## config.mk

```make
export PLATFORM = sky130hd
export DESIGN_NAME = sec_ctl
export DESIGN_NICKNAME = d
export VERILOG_FILES = /design/src/inc/sec_pkg.sv /design/src/inc/sec_if.sv /design/src/rtl/sec_shift.sv /design/src/rtl/sec_ctl.sv
export SDC_FILE = /design/constraint.sdc
export NUM_CORES = 1
export LEC_CHECK = 0
export BUFFER_PORTS_ARGS = -buffer_cell sky130_fd_sc_hd__buf_4
export CORE_MARGIN = 1
export CORE_UTILIZATION = 30
export CTS_BUF_LIST = sky130_fd_sc_hd__clkbuf_4 sky130_fd_sc_hd__clkbuf_8 sky130_fd_sc_hd__clkbuf_16
export DETAILED_ROUTE_END_ITERATION = 10
export SYNTH_ARGS = -nofsm -noshare
export SYNTH_HDL_FRONTEND = slang
export SYNTH_SLANG_ARGS = --single-unit
```

## constraint.sdc

```tcl
create_clock -name core_clk -period 8.75 [get_ports core_clk]
set_clock_uncertainty 0.15 [all_clocks]
set_input_delay 0.4375 -clock core_clk [delete_from_list [all_inputs] [get_ports core_clk]]
set_output_delay 0.4375 -clock core_clk [all_outputs]
set_load 0.02 [all_outputs]
```

## src/inc/sec_pkg.sv

```systemverilog
// shared constants and types of the serial rom controller
package sec_pkg;
	// ==========================================
	// signature, frame lengths and timing
	localparam logic [7:0] SIG = 8'ha5;
	localparam logic [4:0] SHORT_BITS = 5'h0a;
	localparam logic [4:0] LONG_BITS = 5'h12;
	localparam logic [4:0] DRV_BITS = 5'h0a;
	localparam logic [2:0] ADDR_BYTES = 3'h6;
	localparam int CLK_PERIOD_NS = 40;
	localparam int CLK_KHZ = 25000;
	localparam int TIMEOUT_MS = 30;
	localparam int TIMEOUT_CYC = TIMEOUT_MS * CLK_KHZ;
	localparam int GAP_NS = 250;
	localparam int GAP_CYC = (GAP_NS + CLK_PERIOD_NS - 1) / CLK_PERIOD_NS;
	localparam int SCLK_HALF_CYC = 4;
	// ==========================================
	// host command codes
	typedef enum logic [2:0] {
		OP_READ = 3'h0,
		OP_PROTECT_ON = 3'h1,
		OP_PROTECT_OFF = 3'h2,
		OP_WRITE = 3'h3,
		OP_WRITE_WHOLE = 3'h4,
		OP_ERASE = 3'h5,
		OP_ERASE_WHOLE = 3'h6,
		OP_RELOAD = 3'h7
	} sec_op_t;
	typedef enum logic [3:0] {
		ST_IDLE = 4'h1,
		ST_XFER = 4'h2,
		ST_GAP = 4'h4,
		ST_POLL = 4'h8
	} sec_st_t;
	// ==========================================
	// serial frame
	typedef struct packed {
		logic [4:0] nb;
		logic [17:0] tx;
		logic rd;
	} sec_frame_t;
	// start bit, opcode, address, data
	function automatic sec_frame_t sec_frame(sec_op_t op, logic [6:0] adr, logic [7:0] dat);
		sec_frame_t f;
		f.nb = SHORT_BITS;
		f.rd = 1'b0;
		f.tx = {1'b1, 2'b00, 7'h00, 8'h00};
		case (op)
			OP_READ, OP_RELOAD: begin
				f = '{nb: LONG_BITS, tx: {1'b1, 2'b10, adr, 8'h00}, rd: 1'b1};
			end
			OP_WRITE: f.tx = {1'b1, 2'b01, adr, dat};
			OP_WRITE_WHOLE: f.tx = {1'b1, 2'b00, 7'h20, dat};
			OP_ERASE: f.tx = {1'b1, 2'b11, adr, 8'h00};
			OP_ERASE_WHOLE: f.tx = {1'b1, 2'b00, 7'h40, 8'h00};
			OP_PROTECT_OFF: f.tx = {1'b1, 2'b00, 7'h60, 8'h00};
			default: f.tx = {1'b1, 2'b00, 7'h00, 8'h00};
		endcase
		if (op == OP_WRITE || op == OP_WRITE_WHOLE) begin
			f.nb = LONG_BITS;
		end
		return f;
	endfunction
	// ==========================================
	// state records
	typedef struct packed {
		sec_st_t st;
		logic busy;
		logic to;
		logic loaded;
		logic rel_ok;
		sec_op_t op;
		logic [6:0] adr;
		logic [7:0] data;
		logic [47:0] sta;
		logic sta_load;
		logic ld;
		logic rel;
		logic [2:0] idx;
		logic [19:0] cnt;
		logic start;
		sec_frame_t fr;
		logic d1;
		logic d2;
		logic cs;
		logic sck;
		logic dout;
		logic oe_n;
	} sec_ctl_t;
	typedef struct packed {
		logic busy;
		logic cs;
		logic sck;
		logic [7:0] div;
		logic [4:0] idx;
		logic [17:0] sh;
		logic [7:0] rx;
		logic done;
	} sec_eng_t;
	localparam sec_ctl_t CTL_RST = '{st: ST_IDLE, op: OP_READ, busy: 1'b1, ld: 1'b1,
		oe_n: 1'b1, default: '0};
	localparam sec_eng_t ENG_RST = '0;
endpackage

```

## src/inc/sec_if.sv

```systemverilog
// link between the command sequencer and the serial shifter
`timescale 1ns/10ps
`default_nettype none
interface sec_if;
	logic start;
	logic kill;
	logic [4:0] nb;
	logic [17:0] tx;
	logic rd;
	logic din;
	logic done;
	logic [7:0] rx;
	logic cs;
	logic sclk;
	logic di;
	logic drv;
	modport ctl (output start, kill, nb, tx, rd, din, input done, rx, cs, sclk, di, drv);
	modport eng (input start, kill, nb, tx, rd, din, output done, rx, cs, sclk, di, drv);
endinterface
`default_nettype wire

```

## src/rtl/sec_shift.sv

```systemverilog
// serial shifter: makes the rom clock and moves one frame
`timescale 1ns/10ps
`default_nettype none
module sec_shift #(
	parameter int CLK_HALF = sec_pkg::SCLK_HALF_CYC
) (
	input wire logic core_clk,
	input wire logic rst,
	input wire logic clk_en,
	sec_if.eng io
);
	if (CLK_HALF < 4 || CLK_HALF > 256) begin : g_chk
		$error("sec_shift: CLK_HALF must be 4 to 256");
	end
	sec_pkg::sec_eng_t s;
	sec_pkg::sec_eng_t next_s;
	// ==========================================
	// shifter
	always_comb begin
		next_s = s;
		next_s.done = 1'b0;
		if (io.kill) begin
			next_s = sec_pkg::ENG_RST;
		end else if (!s.busy) begin
			if (io.start) begin
				next_s.busy = 1'b1;
				next_s.cs = 1'b1;
				next_s.sh = io.tx;
				next_s.idx = 5'h00;
				next_s.div = 8'h00;
				next_s.sck = 1'b0;
			end
		end else if (s.div == 8'(CLK_HALF - 1)) begin
			next_s.div = 8'h00;
			next_s.sck = !s.sck;
			if (s.sck) begin
				next_s.rx = {s.rx[6:0], io.din};
				next_s.sh = {s.sh[16:0], 1'b0};
				next_s.idx = s.idx + 5'h01;
				if (s.idx == io.nb - 5'h01) begin
					next_s.busy = 1'b0;
					next_s.cs = 1'b0;
					next_s.done = 1'b1;
				end
			end
		end else begin
			next_s.div = s.div + 8'h01;
		end
	end
	always_ff @(posedge core_clk or posedge rst) begin
		if (rst) begin
			s <= sec_pkg::ENG_RST;
		end else if (clk_en) begin
			s <= next_s;
		end
	end
	assign io.cs = s.cs;
	assign io.sclk = s.sck;
	assign io.di = s.sh[17];
	assign io.done = s.done;
	assign io.rx = s.rx;
	assign io.drv = s.idx < sec_pkg::DRV_BITS || !io.rd;
endmodule
`default_nettype wire

```

## src/rtl/sec_ctl.sv

```systemverilog
// serial rom controller: address auto-load and host commands
// Operation
// check byte 00h for signature a5h
// copy next six bytes into station address
// set loaded flag after six bytes
// missing signature leaves station address untouched
// reload command repeats check, fails without signature
// success bit only after good reload
// host waits for auto-load to finish
// host loads data before write commands
// busy set starts command, clears when done
// read byte ready when busy clears
// host leaves command alone while busy
// 30 ms without answer sets timeout
// erase one or all when enabled
// write one or all from data
// protect on and off commands
// host enables writes before modifying
// 10 or 18 clocks per frame
// 128 locations of eight bits
// disabled interface hands pins to general outputs
// select, start, opcode, address, data, deselect
`timescale 1ns/10ps
`default_nettype none
module sec_ctl #(
	parameter int TIMEOUT_CYC = sec_pkg::TIMEOUT_CYC,
	parameter int CLK_HALF = sec_pkg::SCLK_HALF_CYC
) (
	input wire logic core_clk,
	input wire logic rst,
	input wire logic clk_en,
	input wire logic soft_reset,
	input wire logic cmd_wr,
	input wire logic [2:0] cmd_op,
	input wire logic [6:0] cmd_addr,
	input wire logic cmd_go,
	input wire logic to_clr,
	input wire logic data_wr,
	input wire logic [7:0] data_in,
	input wire logic if_off,
	input wire logic gpo_clk,
	input wire logic gpo_dio,
	input wire logic rom_serial_data_pin_in,
	output logic [2:0] rom_opcode_field,
	output logic [6:0] rom_location_field,
	output logic rom_busy_bit,
	output logic rom_timeout_flag,
	output logic addr_loaded_bit,
	output logic reload_success_bit,
	output logic [7:0] rom_data_register,
	output logic [31:0] station_address_low,
	output logic [15:0] station_address_high,
	output logic station_address_load,
	output logic rom_cs,
	output logic rom_serial_clock_pin,
	output logic rom_serial_data_pin_out,
	output logic rom_serial_data_pin_oe_n
);
	if (TIMEOUT_CYC < 1 || TIMEOUT_CYC >= 2 ** 20) begin : g_chk
		$error("sec_ctl: TIMEOUT_CYC out of range");
	end
	localparam logic [19:0] TO_LAST = 20'(TIMEOUT_CYC - 1);
	localparam logic [19:0] GAP_LAST = 20'(sec_pkg::GAP_CYC - 1);
	sec_pkg::sec_ctl_t s;
	sec_pkg::sec_ctl_t next_s;
	sec_if io ();
	sec_shift #(
		.CLK_HALF(CLK_HALF)
	) sec_shift_inst (
		.core_clk(core_clk),
		.rst(rst),
		.clk_en(clk_en),
		.io(io)
	);
	assign io.start = s.start;
	assign io.kill = soft_reset;
	assign io.nb = s.fr.nb;
	assign io.tx = s.fr.tx;
	assign io.rd = s.fr.rd;
	assign io.din = s.d2;
	// ==========================================
	// sequencer
	always_comb begin
		next_s = s;
		next_s.start = 1'b0;
		next_s.sta_load = 1'b0;
		next_s.d1 = rom_serial_data_pin_in;
		next_s.d2 = s.d1;
		if (to_clr) begin
			next_s.to = 1'b0;
		end
		case (s.st)
			sec_pkg::ST_IDLE: begin
				if (s.busy) begin
					if (s.ld) begin
						next_s.fr = sec_pkg::sec_frame(sec_pkg::OP_READ, {4'h0, s.idx}, 8'h00);
					end else begin
						next_s.fr = sec_pkg::sec_frame(s.op, s.adr, s.data);
					end
					next_s.start = 1'b1;
					next_s.st = sec_pkg::ST_XFER;
				end else begin
					if (cmd_wr) begin
						next_s.op = sec_pkg::sec_op_t'(cmd_op);
						next_s.adr = cmd_addr;
						if (cmd_go) begin
							next_s.busy = 1'b1;
							if (sec_pkg::sec_op_t'(cmd_op) == sec_pkg::OP_RELOAD) begin
								next_s.ld = 1'b1;
								next_s.rel = 1'b1;
								next_s.idx = 3'h0;
								next_s.rel_ok = 1'b0;
							end
						end
					end
					if (data_wr) begin
						next_s.data = data_in;
					end
				end
			end
			sec_pkg::ST_XFER: begin
				if (io.done) begin
					next_s.st = sec_pkg::ST_IDLE;
					if (s.ld) begin
						if (s.idx == 3'h0) begin
							if (io.rx == sec_pkg::SIG) begin
								next_s.idx = 3'h1;
							end else begin
								next_s.busy = 1'b0;
								next_s.ld = 1'b0;
								next_s.rel = 1'b0;
							end
						end else begin
							next_s.sta[{3'(s.idx - 3'h1), 3'b000} +: 8] = io.rx;
							next_s.idx = s.idx + 3'h1;
							if (s.idx == sec_pkg::ADDR_BYTES) begin
								next_s.loaded = 1'b1;
								next_s.rel_ok = s.rel;
								next_s.sta_load = 1'b1;
								next_s.busy = 1'b0;
								next_s.ld = 1'b0;
								next_s.rel = 1'b0;
							end
						end
					end else begin
						case (s.op)
							sec_pkg::OP_READ: begin
								next_s.data = io.rx;
								next_s.busy = 1'b0;
							end
							sec_pkg::OP_WRITE, sec_pkg::OP_WRITE_WHOLE,
							sec_pkg::OP_ERASE, sec_pkg::OP_ERASE_WHOLE: begin
								next_s.st = sec_pkg::ST_GAP;
								next_s.cnt = 20'h00000;
							end
							default: begin
								next_s.busy = 1'b0;
							end
						endcase
					end
				end
			end
			sec_pkg::ST_GAP: begin
				next_s.cnt = s.cnt + 20'h00001;
				if (s.cnt == GAP_LAST) begin
					next_s.st = sec_pkg::ST_POLL;
					next_s.cnt = 20'h00000;
				end
			end
			sec_pkg::ST_POLL: begin
				next_s.cnt = s.cnt + 20'h00001;
				if (s.d2) begin
					next_s.busy = 1'b0;
					next_s.st = sec_pkg::ST_IDLE;
				end else if (s.cnt == TO_LAST) begin
					next_s.to = 1'b1;
					next_s.busy = 1'b0;
					next_s.st = sec_pkg::ST_IDLE;
				end
			end
			default: begin
				next_s.st = sec_pkg::ST_IDLE;
			end
		endcase
		// pin stage
		if (if_off) begin
			next_s.cs = 1'b0;
			next_s.sck = gpo_clk;
			next_s.dout = gpo_dio;
			next_s.oe_n = 1'b0;
		end else begin
			next_s.cs = io.cs || s.st == sec_pkg::ST_POLL;
			next_s.sck = io.sclk;
			next_s.dout = io.di;
			next_s.oe_n = !(io.cs && io.drv);
		end
		if (soft_reset) begin
			next_s = sec_pkg::CTL_RST;
			next_s.sta = s.sta;
			next_s.d1 = rom_serial_data_pin_in;
			next_s.d2 = s.d1;
		end
	end
	always_ff @(posedge core_clk or posedge rst) begin
		if (rst) begin
			s <= sec_pkg::CTL_RST;
		end else if (clk_en) begin
			s <= next_s;
		end
	end
	// ==========================================
	// outputs
	assign rom_opcode_field = s.op;
	assign rom_location_field = s.adr;
	assign rom_busy_bit = s.busy;
	assign rom_timeout_flag = s.to;
	assign addr_loaded_bit = s.loaded;
	assign reload_success_bit = s.rel_ok;
	assign rom_data_register = s.data;
	assign station_address_low = s.sta[31:0];
	assign station_address_high = s.sta[47:32];
	assign station_address_load = s.sta_load;
	assign rom_cs = s.cs;
	assign rom_serial_clock_pin = s.sck;
	assign rom_serial_data_pin_out = s.dout;
	assign rom_serial_data_pin_oe_n = s.oe_n;
endmodule
`default_nettype wire

```

==> reports/qor.txt <==
Mapped Cells -> 899
Die Span Y -> 173 um
ys async rst share -> 1.00
Die Wd -> 173 um
CTS tree -> built
CP max-delay cell -> dfrtp_1
TritonCTS Buffers -> 17
Clk Latency, worst-skew pair -> 0.43 ns
status -> finished clean
# nets final -> 951
Slew Viols, Final -> 0
Num Clock Sinks -> 171
worst-case reg-to-reg path depth -> 8
mapped cell area -> 0.00876 mm^2
hold endpoint -> rom_location_field[2]
average wire per standard cell -> 16.6 um
Main synth FF type -> dfrtp_1
DIE AREA -> 0.0299 mm^2
Slew HR -> 0.212
EDFF count, synth -> 0
n_diodes -> 0
worst slew pin tran -> 1.17 ns
met3 Use GR -> 0.0321
area leader, netlist -> dfrtp_1
largest net degree at the start of global routing -> 114
top cell type's share of synthesized area -> 0.477
busiest grt layer -> met2
Pleak -> 0.00435 uW
number of max-cap violations -> 0
Worst Hold Class -> in2reg
Initial Utilization -> 0.305
CP peak stage delay -> 0.58 ns
drt pass-1 iters -> 4
Mapped Nets -> 941
core outline area -> 0.0287 mm^2
top cell types by occurrence after synthesis -> dfrtp_1, nand2_1, o21ai_0
min-delay src -> cmd_addr[2]
Yosys reg bits -> 171
Rows -> 62
Port Buffers -> 104
Seq/Total Area, Yosys -> 0.489
CP Max Fanout -> 16
vias -> 6,489
Max VDD drop -> 0.139 mV
Worst Path Required -> 8.89 ns
GRT Overall Usage -> 0.149
post-DP HPWL -> 15.1 mm
I/O pins -> 105
f_max -> 335 MHz
vias in the first global route -> 6,353
wire length of the first global-routing pass -> 35.5 mm
minimum clock period after layout -> 2.98 ns
RSZ-0062 raised after global routing -> no
critical-path cell list -> inv_1 -> ha_1 -> xnor2_1 -> ha_1 -> and4b_1 -> nand3b_1 -> nand2_1 -> o21ai_0
ratio of cells with drive above 1 in the final layout -> 0.207
Detailed Route Iter0 Violations -> 348
R2R Setup Slk -> 5.77 ns
initial antenna violation count -> 0
DR vias/cell -> 4.97
Startpoint Class -> flop
remaining routing DRC violations -> 0
post-cts sizing count -> 0
WS Path Type -> reg2reg
DRT antenna net count -> 0
most used cell, CP -> ha_1
hold path cells -> 3
Period Utilization, post-route -> 0.341
pwr dens -> 208 mW/mm^2
worst flop-to-flop path endpoint -> station_address_high[6]
synth unique cells -> 68
Clock Tree Buf Depth -> 2
CTS Root Cell -> clkbuf_16
Final Hold Fails -> 0
yosys warns -> 0
count leader, synth -> dfrtp_1
M2 GR Usage -> 0.228
Worst Hold Margin -> 0.0880 ns
met1 Track Usage GR -> 0.211
reg2reg start -> s[51]
Post-Route WL -> 21.7 mm
clock slew at reported path FFs -> 0.08 ns
area delta synth->final -> 13.2%
Worst EP arrival -> 3.12 ns
Post-CTS Hold Buffers -> 0
setup bufs post-CTS -> 0
Syn Area/Cell -> 9.75 um^2
total global routing overflow -> 0
H-tree levels -> 4
GPL Wtd Cong -> 0.823
# setup viols final -> 0
aggregate negative setup slack -> 0 ns
Crit. End Element -> flop
top post-synthesis cells by area -> dfrtp_1, buf_4, o21ai_0
-- flip-flops by register name, indices dropped and copies added, names as in the netlist, 3 cells and up --
signal and cells:
sec_shift_inst.io.rx 8, io.tx 17, io.nb 3, rom_opcode_field 3
rom_location_field 7, station_address_high 16, rom_data_register 8, sec_shift_inst.s 31
s 30, station_address_low 32
-- worst max-delay path, delay by kind of cell (launching register included) --
| kind | cells | cell delay, ns |
|---|---|---|
| xor gates and xnor gates | 1 | 0.16 |
| DFF | 1 | 0.58 |
| buffers and inverters | 1 | 0.17 |
| AOI/OAI and AO/OA | 1 | 0.10 |
| adders and majority gates | 2 | 0.64 |
| and+or+nand+nor | 3 | 1.04 |
-- final cells by class --
type / count / area, um^2
Multi-Input combinational cell: 576 / 3630
Clock inverter: 15 / 146
Inverter: 34 / 133
Fill cell: 2939 / 18800
Clock buffer: 17 / 425
Timing Repair Buffer: 109 / 818
Tap cell: 384 / 480
Sequential cell: 171 / 4280
-- stage by stage --
step           instances  power, uW  utilization  setup WS [ns]  cell area [um^2]
2_1_floorplan        899       1240            -           3.54              8760
3_3_place_gp        1274       1340        0.326           5.84              9350
3_5_place_dp        1274       1340        0.326           5.77              9350
4_1_cts             1306       2090        0.346           5.75              9920
5_1_grt             1306       2160        0.346           5.42              9920
6_report            1306       2060        0.346           5.77              9920
-- how the worst max path moves through the flow --
stage,start,end,slack [ns],depth (start not counted)
floorplan,rst,addr_loaded_bit,3.54,1
CTS,s[51],station_address_high[6],5.75,8
global placement,s[129],station_address_high[12],5.84,6
global route,s[51],station_address_high[3],5.42,8
finish,s[51],station_address_high[6],5.77,8
detailed placement,s[51],station_address_high[6],5.77,8
-- report_power, final --
group	internal (uW)	leakage [uW]	total, uW	switching [uW]
sequential	862	0.00229	953	91.1
combinational	147	0.00179	377	229
clock	380	0.000276	734	355
total	1390	0.00435	2060	675
-- cell usage in the layout, fill, tap and decap left out, types with 18 or more instances in the layout --
cell type,Yosys,layout
nand2_1,100,100
nand3_1,34,34
buf_4,70,109
a22oi_1,31,31
o21ai_0,77,77
a21oi_1,34,34
o31ai_1,18,18
nor2_1,47,47
dfrtp_1,167,167
mux2_2,33,33
inv_1,33,32
a22o_1,23,23
-- kinds of logic after synthesis --
logic type	share of synthesized area
muxes	0.0470
buffers and inverters	0.0975
AOI/OAI and AO/OA	0.171
DFF	0.489
and+or+nand+nor	0.162
xor gates and xnor gates	0.0160
adders and majority gates	0.0171
-- per-layer routing --
layer  share of wire  up-vias
met3           0.043       17
met5               0        -
li1                -     3147
met2            0.45      135
met1            0.49     3190
met4           0.015        0
No activity file was read; power rests on OpenSTA's default activity.
